==> src/asfc_map.vh <==
`ifndef ASFC_MAP_VH
`define ASFC_MAP_VH

// =====================================================================
// frame layout
`define ASFC_FRAME_W      24
`define ASFC_FIELD_W      18
`define ASFC_TAIL_ZERO    4'h0
`define ASFC_STAT_BITS    2'h0
`define ASFC_LAST_FALL    5'd23
`define ASFC_CNT_ONE      5'd1

// =====================================================================
// result coding
`define ASFC_POS_FS       65536
`define ASFC_NEG_FS       -65536
`define ASFC_CODE_OVER    18'h30000
`define ASFC_CODE_UNDER   18'h0ffff
`define ASFC_RES_MSB      16

// =====================================================================
// input word layout
`define ASFC_WORD_W       16
`define ASFC_WORD_DONE    5'd16
`define ASFC_PRE_HI       15
`define ASFC_PRE_LO       13
`define ASFC_PRE_LOAD     3'h5
`define ASFC_POS_SGL      12
`define ASFC_POS_SWAP     11
`define ASFC_ADDR_HI      10
`define ASFC_ADDR_LO      8
`define ASFC_POS_EN2      7
`define ASFC_POS_IM       6
`define ASFC_POS_FA       5
`define ASFC_POS_FB       4
`define ASFC_POS_SPD      3
`define ASFC_GAIN_HI      2
`define ASFC_GAIN_LO      0

// =====================================================================
// power-up configuration
`define ASFC_RST_CHAN_POS 4'h0
`define ASFC_RST_CHAN_NEG 4'h1
`define ASFC_RST_REJ_A    1'b0
`define ASFC_RST_REJ_B    1'b0
`define ASFC_RST_GAIN     3'h0

`endif

==> src/asfc_buf2.v <==
`timescale 1ns/1ps

// =====================================================================
// two-entry result buffer
module asfc_buf2 #(
    parameter W = 18
) (
    // clock and reset
    input  wire         clk_sys,
    input  wire         rst,
    input  wire         clk_en,
    // fill side
    input  wire [W-1:0] in_data,
    input  wire         in_valid,
    output wire         in_ready,
    // drain side
    output wire [W-1:0] out_data,
    output wire         out_valid,
    input  wire         out_ready
);

    reg [W-1:0] ent0_reg;
    reg [W-1:0] ent1_reg;
    reg [1:0]   cnt_reg;
    wire        push;
    wire        pop;

    assign in_ready  = ~cnt_reg[1];
    assign out_valid = |cnt_reg;
    assign out_data  = ent0_reg;
    assign push      = in_valid & ~cnt_reg[1];
    assign pop       = out_ready & (|cnt_reg);

    always @(posedge clk_sys) begin
        if (rst) begin
            ent0_reg <= {W{1'b0}};
            ent1_reg <= {W{1'b0}};
            cnt_reg  <= 2'h0;
        end else if (clk_en) begin
            if (push && pop) begin
                if (cnt_reg == 2'h1) begin
                    ent0_reg <= in_data;
                end else begin
                    ent0_reg <= ent1_reg;
                    ent1_reg <= in_data;
                end
            end else if (push) begin
                if (cnt_reg == 2'h0) begin
                    ent0_reg <= in_data;
                end else begin
                    ent1_reg <= in_data;
                end
                cnt_reg <= cnt_reg + 2'h1;
            end else if (pop) begin
                ent0_reg <= ent1_reg;
                cnt_reg  <= cnt_reg - 2'h1;
            end
        end
    end

endmodule

==> src/asfc_top.v <==
`timescale 1ns/1ps
`include "asfc_map.vh"

// How it works
// [RULE1] signed 17-bit result occupies frame bits 20..4, msb first
// [RULE2] frame bits 3..0 always low
// [RULE3] chip select high: output released, serial clock ignored
// [RULE4] chip select low: output shows done flag, falls when result ready; after the 24th fall the code holds it high until select rises
// [RULE5] host samples bit 23 on first rise; bit 22 leaves on first fall
// [RULE6] bit 0 leaves on 23rd fall; host latches it on 24th rise
// [RULE7] 24th fall drives output high, starting the next conversion
// [RULE8] overrange clamps to +fs, underrange to -fs minus one
// [RULE9] sign and msb code over, under and in-range inputs
// [RULE10] doubled rate may toggle the sign on a zero result
// [RULE11] input word is 16 bits: channel group then configuration group
// [RULE12] reset loads default channel and configuration, starts a conversion
// [RULE13] host writes a new word only during data output
// [RULE14] host begins each word with 000, 100 or 101
// [RULE15] patterns 000 and 100 keep previous channel and configuration
// [RULE16] after 101, five channel bits; first picks differential or single-ended
// [RULE17] swap bit and three address bits choose channels and polarity
// [RULE18] configuration load flag low keeps previous configuration
// [RULE19] temperature pick bit selects the internal sensor
// [RULE20] two rejection bits follow the temperature pick
// [RULE21] speed bit picks normal rate with calibration or doubled rate
// [RULE22] order: temp pick, two rejection bits, speed, three gain bits
// [RULE23] address picks pair 2n/2n+1, swap reverses; single-ended uses shared return
module asfc_top #(
    parameter VW = 20
) (
    // clock, reset, enable
    input  wire          clk_sys,
    input  wire          rst,
    input  wire          clk_en,
    // serial link
    input  wire          cs_n,
    input  wire          sck,
    input  wire          serial_in,
    output wire          serial_out,
    output wire          serial_out_oe,
    // conversion engine
    input  wire [VW-1:0] conv_value,
    input  wire          conv_valid,
    output wire          conv_ready,
    output wire          conv_start,
    // active configuration
    output wire          single_ended_sel,
    output wire [3:0]    chan_pos,
    output wire [3:0]    chan_neg,
    output wire          neg_is_common,
    output wire          temp_sensor_pick,
    output wire          reject_sel_a,
    output wire          reject_sel_b,
    output wire          rate_double_sel,
    output wire [2:0]    gain_code
);

    localparam [3:0] ST_IDLE  = 4'h1;
    localparam [3:0] ST_WAIT  = 4'h2;
    localparam [3:0] ST_SHIFT = 4'h4;
    localparam [3:0] ST_DONE  = 4'h8;

    // =================================================================
    // pin synchronisers: [2] chip select, [1] serial clock, [0] data
    reg  [2:0] sync1_reg;
    reg  [2:0] sync2_reg;
    reg  [2:0] sync3_reg;
    reg  [2:0] filt_reg;
    wire [2:0] agree;
    wire [2:0] filt_next;
    wire [2:0] rise;
    wire [2:0] fall;

    assign agree     = sync2_reg ~^ sync3_reg;
    assign filt_next = (agree & sync3_reg) | (~agree & filt_reg);
    assign rise      = filt_next & ~filt_reg;
    assign fall      = ~filt_next & filt_reg;

    always @(posedge clk_sys) begin
        if (rst) begin
            // idle levels: deselected, serial clock low, data low
            sync1_reg <= 3'h4;
            sync2_reg <= 3'h4;
            sync3_reg <= 3'h4;
            filt_reg  <= 3'h4;
        end else if (clk_en) begin
            sync1_reg <= {cs_n, sck, serial_in};
            sync2_reg <= sync1_reg;
            sync3_reg <= sync2_reg;
            filt_reg  <= filt_next;
        end
    end

    // =================================================================
    // result coding and buffer
    reg                         rate_double_reg;
    reg                         zero_sign_reg;
    reg  [`ASFC_FIELD_W-1:0]    code_next;
    wire                        buf_in_ready;
    wire [`ASFC_FIELD_W-1:0]    buf_data;
    wire                        buf_valid;
    reg                         pop_reg;
    wire                        zero_in;

    assign zero_in = (conv_value == {VW{1'b0}});

    always @* begin
        if ($signed(conv_value) >= `ASFC_POS_FS) begin
            code_next = `ASFC_CODE_OVER; // RULE8 RULE9
        end else if ($signed(conv_value) < `ASFC_NEG_FS) begin
            code_next = `ASFC_CODE_UNDER; // RULE8 RULE9
        end else begin
            // in range: sign is the inverted result msb
            code_next = {~conv_value[`ASFC_RES_MSB],
                         conv_value[`ASFC_RES_MSB:0]}; // RULE9
            if (rate_double_reg && zero_in) begin
                code_next[`ASFC_FIELD_W-1] = zero_sign_reg; // RULE10
            end
        end
    end

    always @(posedge clk_sys) begin
        if (rst) begin
            zero_sign_reg <= 1'b1;
        end else if (clk_en) begin
            if (conv_valid && buf_in_ready && zero_in && rate_double_reg) begin
                zero_sign_reg <= ~zero_sign_reg; // RULE10
            end
        end
    end

    asfc_buf2 #(
        .W (`ASFC_FIELD_W)
    ) u_buf (
        .clk_sys   (clk_sys),
        .rst       (rst),
        .clk_en    (clk_en),
        .in_data   (code_next),
        .in_valid  (conv_valid),
        .in_ready  (buf_in_ready),
        .out_data  (buf_data),
        .out_valid (buf_valid),
        .out_ready (pop_reg)
    );

    assign conv_ready = buf_in_ready;

    // =================================================================
    // frame engine
    reg [3:0]                 state_reg;
    reg [`ASFC_FRAME_W-1:0]   frame_reg;
    reg [4:0]                 rise_cnt_reg;
    reg [4:0]                 fall_cnt_reg;
    reg [`ASFC_WORD_W-1:0]    rx_reg;
    reg                       out_reg;
    reg                       oe_reg;
    reg                       start_reg;
    reg                       finish;
    reg                       sgl_reg;
    reg [3:0]                 pos_reg;
    reg [3:0]                 neg_reg;
    reg                       com_reg;
    reg                       temp_reg;
    reg                       rej_a_reg;
    reg                       rej_b_reg;
    reg [2:0]                 gain_reg;
    wire                      word_ok;
    wire                      swap;
    wire [2:0]                addr;

    assign word_ok = (rise_cnt_reg >= `ASFC_WORD_DONE) &&
                     (rx_reg[`ASFC_PRE_HI:`ASFC_PRE_LO] == `ASFC_PRE_LOAD); // RULE11 RULE15
    assign swap    = rx_reg[`ASFC_POS_SWAP];
    assign addr    = rx_reg[`ASFC_ADDR_HI:`ASFC_ADDR_LO];

    // frame ends on the 24th fall or on an abort by chip select
    always @* begin
        finish = 1'b0;
        if (state_reg == ST_SHIFT) begin
            if (rise[2]) begin
                finish = 1'b1;
            end else if (fall[1] && fall_cnt_reg == `ASFC_LAST_FALL) begin
                finish = 1'b1;
            end
        end
    end

    always @(posedge clk_sys) begin
        if (rst) begin
            state_reg       <= ST_IDLE;
            frame_reg       <= {`ASFC_FRAME_W{1'b0}};
            rise_cnt_reg    <= 5'h0;
            fall_cnt_reg    <= 5'h0;
            rx_reg          <= {`ASFC_WORD_W{1'b0}};
            out_reg         <= 1'b0;
            oe_reg          <= 1'b0;
            pop_reg         <= 1'b0;
            start_reg       <= 1'b1; // RULE12
            sgl_reg         <= 1'b0; // RULE12
            pos_reg         <= `ASFC_RST_CHAN_POS;
            neg_reg         <= `ASFC_RST_CHAN_NEG;
            com_reg         <= 1'b0;
            temp_reg        <= 1'b0;
            rej_a_reg       <= `ASFC_RST_REJ_A;
            rej_b_reg       <= `ASFC_RST_REJ_B;
            rate_double_reg <= 1'b0;
            gain_reg        <= `ASFC_RST_GAIN;
        end else if (clk_en) begin
            pop_reg   <= 1'b0;
            start_reg <= 1'b0;
            case (state_reg)
                ST_IDLE: begin
                    oe_reg <= 1'b0; // RULE3
                    if (fall[2]) begin
                        oe_reg       <= 1'b1;
                        out_reg      <= ~buf_valid; // RULE4
                        rise_cnt_reg <= 5'h0;
                        fall_cnt_reg <= 5'h0;
                        state_reg    <= ST_WAIT;
                    end
                end
                ST_WAIT: begin
                    out_reg <= ~buf_valid; // RULE4
                    if (rise[2]) begin
                        oe_reg    <= 1'b0; // RULE3
                        state_reg <= ST_IDLE;
                    end else if (rise[1] && buf_valid) begin
                        // first rise: host takes the done flag
                        frame_reg    <= {`ASFC_STAT_BITS, buf_data,
                                         `ASFC_TAIL_ZERO}; // RULE1 RULE2 RULE5
                        rx_reg       <= {rx_reg[`ASFC_WORD_W-2:0], filt_next[0]};
                        rise_cnt_reg <= `ASFC_CNT_ONE;
                        state_reg    <= ST_SHIFT;
                    end
                end
                ST_SHIFT: begin
                    if (rise[1]) begin
                        if (rise_cnt_reg < `ASFC_WORD_DONE) begin
                            rx_reg <= {rx_reg[`ASFC_WORD_W-2:0], filt_next[0]}; // RULE11
                        end
                        rise_cnt_reg <= rise_cnt_reg + 5'h1;
                    end
                    if (rise[2]) begin
                        oe_reg    <= 1'b0; // RULE3
                        state_reg <= ST_IDLE;
                    end else if (fall[1]) begin
                        fall_cnt_reg <= fall_cnt_reg + 5'h1;
                        if (fall_cnt_reg == `ASFC_LAST_FALL) begin
                            out_reg   <= 1'b1; // RULE7
                            state_reg <= ST_DONE;
                        end else begin
                            out_reg   <= frame_reg[`ASFC_FRAME_W-2]; // RULE5 RULE6
                            frame_reg <= {frame_reg[`ASFC_FRAME_W-2:0], 1'b0};
                        end
                    end
                end
                ST_DONE: begin
                    out_reg <= 1'b1; // RULE7
                    if (rise[2]) begin
                        oe_reg    <= 1'b0; // RULE3
                        state_reg <= ST_IDLE;
                    end
                end
                default: begin
                    oe_reg    <= 1'b0;
                    state_reg <= ST_IDLE;
                end
            endcase

            // frame end: release result, start conversion, load word
            if (finish) begin
                pop_reg   <= 1'b1;
                start_reg <= 1'b1; // RULE7
                if (word_ok) begin // RULE15
                    sgl_reg <= rx_reg[`ASFC_POS_SGL]; // RULE16
                    pos_reg <= {addr, swap}; // RULE17 RULE23
                    if (rx_reg[`ASFC_POS_SGL]) begin
                        neg_reg <= 4'h0; // RULE23
                        com_reg <= 1'b1; // RULE16
                    end else begin
                        neg_reg <= {addr, ~swap}; // RULE23
                        com_reg <= 1'b0;
                    end
                    if (rx_reg[`ASFC_POS_EN2]) begin // RULE18
                        temp_reg        <= rx_reg[`ASFC_POS_IM]; // RULE19 RULE22
                        rej_a_reg       <= rx_reg[`ASFC_POS_FA]; // RULE20
                        rej_b_reg       <= rx_reg[`ASFC_POS_FB]; // RULE20
                        rate_double_reg <= rx_reg[`ASFC_POS_SPD]; // RULE21
                        gain_reg        <= rx_reg[`ASFC_GAIN_HI:`ASFC_GAIN_LO]; // RULE22
                    end
                end
            end
        end
    end

    // =================================================================
    // outputs
    assign serial_out       = out_reg;
    assign serial_out_oe    = oe_reg;
    assign conv_start       = start_reg;
    assign single_ended_sel = sgl_reg;
    assign chan_pos         = pos_reg;
    assign chan_neg         = neg_reg;
    assign neg_is_common    = com_reg;
    assign temp_sensor_pick = temp_reg;
    assign reject_sel_a     = rej_a_reg;
    assign reject_sel_b     = rej_b_reg;
    assign rate_double_sel  = rate_double_reg;
    assign gain_code        = gain_reg;

endmodule

==> config.mk <==
export PLATFORM = sky130hd
export DESIGN_NAME = asfc_top
export DESIGN_NICKNAME = d
export VERILOG_FILES = /design/src/asfc_buf2.v /design/src/asfc_top.v
export VERILOG_INCLUDE_DIRS = /design/src
export SDC_FILE = /design/constraint.sdc
export NUM_CORES = 1
export LEC_CHECK = 0
export BUFFER_PORTS_ARGS = -buffer_cell sky130_fd_sc_hd__buf_4
export CAP_MARGIN = 30
export CORE_MARGIN = 2
export CORE_UTILIZATION = 30
export DETAILED_ROUTE_END_ITERATION = 8
export GPL_TIMING_DRIVEN = 1
export PLACE_DENSITY = 0.48
export SLEW_MARGIN = 15
export SYNTH_ARGS = -nofsm -noshare
export SYNTH_HDL_FRONTEND = slang
export SYNTH_SLANG_ARGS = --single-unit
==> constraint.sdc <==
create_clock -name clk_sys -period 2.96 [get_ports clk_sys]
set_clock_uncertainty 0.05 [all_clocks]
set_input_delay 0.592 -clock clk_sys [delete_from_list [all_inputs] [get_ports clk_sys]]
set_output_delay 0.592 -clock clk_sys [all_outputs]
set_load 0.005 [all_outputs]
==> results.sh <==
export IMPL_cp_required_ps=3250
export IMPL_fmax_ghz=0.393
export IMPL_worstSetupPathType="reg -> reg"
export IMPL_syn_num_nets=653
export IMPL_cts_setup_buffers=0
export IMPL_initial_core_util_pct=30.4
export IMPL_ys_async_sr_fraction_pct=0
export IMPL_cp_num_buf_inv=2
export IMPL_combPwrFrac_pct=6.8
export IMPL_cp_slowest_stage_delay_ps=490
export IMPL_fin_tns_setup_ps=0
export IMPL_drc=0
export IMPL_drt_iter0_drc=295
export IMPL_grt_max_degree=102
export IMPL_wirelength_mm=13.2
export IMPL_grt_pass1_wl_mm=22.1
export IMPL_status="completed"
export IMPL_antenna_cells=0
export IMPL_pre_cts_ws_ps=385
export IMPL_dieArea_um2=19100
export IMPL_syn_to_final_growth_pct=21.7
export IMPL_finish_utilization_pct=36.9
export IMPL_cts_buffers_inserted=17
export IMPL_overflow=0
export IMPL_fin_crit_ps=2550
export IMPL_firstDrtPassIters=4
export IMPL_clock_sinks=120
export IMPL_grt_pass1_vias=4310
export IMPL_setup_viol=0
export IMPL_finalMaxSlewViolations=0
export IMPL_synth_cell_types=62
export IMPL_cap_violations=0
export IMPL_track_usage_pct=14.1
export IMPL_min_path_type="in -> reg"
export IMPL_cts_hold_repair_buffers=0
export IMPL_nets=686
export IMPL_p_per_area_nw_per_um2=617
export IMPL_ant_nets=0
export IMPL_tritoncts="done"
export IMPL_yosys_top_cells_area="dfxtp_1, mux2i_1, nand2_1"
export IMPL_worst_pin_slew_ps=832
export IMPL_startpoint_type="register"
export IMPL_synth_top_area_share_pct=44.5
export IMPL_htree_levels=4
export IMPL_vias=4535
export IMPL_synth_cells=620
export IMPL_root_buffer="clkbuf_16"
export IMPL_clkLatencyLatePin_ps=410
export IMPL_clkPwrFrac_pct=51.5
export IMPL_hpwl_mm=8.60
export IMPL_ys_seq_area_share_pct=44.5
export IMPL_pwr_share_seq_pct=41.6
export IMPL_wl_per_cell_um=14.8
export IMPL_routed_via_density=5.07
export IMPL_num_io_pins=48
export IMPL_port_buffers=47
export IMPL_p_leak_nw=2.35
export IMPL_synthFlopType="dfxtp_1"
export IMPL_rsz0062_at_grt="no"
export IMPL_largest_register_ffs=19
export IMPL_crit_family="simple AND/OR/NAND/NOR gates"
export IMPL_final_period_utilization_pct=86.0
export IMPL_rows=49
export IMPL_clkSlewWorstSetupHoldPaths_ps=50
export IMPL_path_cells="inv_1 > ha_1 > nor2b_1 > ha_1 > or3b_2 > o21ai_0 > nor3b_2 > buf_4 > o211ai_1 > a21oi_1"
export IMPL_globalplace_congestion=0.828
export IMPL_dp_cells=863
export IMPL_p_int_mw=3.14
export IMPL_finalHoldViolations=0
export IMPL_sw_frac_of_total_pct=22.3
export IMPL_die_w_um=138
export IMPL_whs_ps=330
export IMPL_synth_seq_cells=120
export IMPL_drive_above_1_share_pct=16.1
export IMPL_p_switching_mw=0.905
export IMPL_ir_drop_uv=322
export IMPL_syn_avg_cell_area_um2=8.71
export IMPL_crit_top_cell="ha_1"
export IMPL_crit_fanout=17
export IMPL_coreArea_um2=17800
export IMPL_yosysWarnings=0
export IMPL_syn_cell_area_um2=5400
export IMPL_yosysTopAreaCell="dfxtp_1"
export IMPL_instances_no_fill=894
export IMPL_cpMaxStageDelayCell="or3b_2"
export IMPL_arrival_ps=2830
export IMPL_post_cts_resized=0
export IMPL_fillers=1854
export IMPL_die_h_um=138
export IMPL_worstSetupEndpointType="register"
export IMPL_cts_buffer_depth=2
export IMPL_relSlewSlack_pct=44.5
export IMPL_synth_edf_count=0
export IMPL_antenna_found_initial=0
export IMPL_finalWorstSetupSlack_ps=414
metrics by stage:
| step | instance area, um2 | power, mW |
|---|---|---|
| detailed placement | 5970 | 2.00 |
| global route | 6570 | 4.22 |
| global placement | 5970 | 1.99 |
| finish | 6570 | 4.05 |
| CTS | 6570 | 4.10 |
| floorplan | 5400 | 1.89 |
cells in the mapped netlist, types with 6 or more instances:
| library cell | instances |
|---|---|
| clkbuf_1 | 33 |
| nand3b_1 | 6 |
| o21ai_0 | 14 |
| nor2_1 | 84 |
| a311oi_1 | 36 |
| o211ai_1 | 33 |
| nand2_1 | 85 |
| a21oi_1 | 41 |
| nor4_1 | 6 |
| nand2b_1 | 9 |
| inv_1 | 11 |
| mux2i_1 | 35 |
| nand3_1 | 7 |
| dfxtp_1 | 120 |
| xnor2_1 | 6 |
| ha_1 | 6 |
cell type report:
type	count	area (um2)	share of cell area (%)
clock buffer	23	478	7.28
clock inverter	8	120	1.83
inverter	11	41.3	0.629
multi-input combinational	441	2750	41.8
sequential	120	2400	36.6
tap	229	287	4.36
timing repair buffer	62	490	7.47
power groups by stage:
stage               clock network [mW]  registers [mW]  logic [mW]
CTS                               2.14            1.69       0.278
floorplan                            0            1.71       0.181
detailed placement                   0            1.72       0.277
global placement                     0            1.72       0.272
global route                      2.22            1.69       0.309
finish                            2.09            1.69       0.277
path summary, 6_finish.rpt:
path,endpoint,startpoint,slack [ps],cells after the start
worst max-delay path,u_buf.ent1_reg[13],u_buf.cnt_reg[1],410,10
worst min-delay path,sync1_reg[2],cs_n,330,2
worst max register to register,u_buf.ent1_reg[13],u_buf.cnt_reg[1],410,10
worst min register to register,u_buf.ent1_reg[2],u_buf.ent1_reg[2],400,2
routing by layer:
layer  GRT usage [%]  share of wire, %  vias up  wire length [um]
met2            21.5                46       81              6100
met1            19.1                49     2146              6450
li1                -                 -     2295                 -
met4            5.85               1.6        0               205
met3            3.43               3.4       13               444
met5               0                 0        -                 0
cells in the final DEF (no fill, tap or decap), types with 2 or more instances in the layout:
cell type / n
buf_4: 60
nand2_1: 85
o21ai_0: 14
nand2b_1: 9
dfxtp_1: 120
nor4b_4: 2
o32ai_1: 2
nor3_1: 5
a311oi_1: 36
nand4b_1: 3
clkinv_2: 3
buf_12: 2
o21a_1: 2
o211ai_1: 33
or4b_1: 2
nand3_1: 7
nor4b_1: 3
nor4_1: 6
a211o_1: 3
clkbuf_8: 3
o21bai_1: 2
clkbuf_1: 3
a211oi_1: 3
nor2b_1: 5
nor3b_1: 3
clkinvlp_4: 2
bufinv_16: 3
nand3b_1: 6
or4b_2: 2
or2_2: 4
and3b_1: 3
a21oi_1: 41
mux2i_1: 35
xnor2_1: 6
ha_1: 6
nor2_1: 84
clkbuf_16: 17
inv_1: 11
a21o_1: 2
logic make-up (layout without fill, tap and decap cells):
family                   after synthesis  after routing  share of synthesized area [%]
buffers and inverters                 59            104                           4.98
AO/OA/AOI/OAI                        151            151                           19.6
flip-flops                           120            120                           44.5
adder cells (fa/ha/maj)                6              6                           1.39
XOR/XNOR                               7              7                           1.14
multiplexers                          35             35                           6.49
AND/OR/NAND/NOR                      242            242                           21.9
Power figures use the tool's default switching activity.
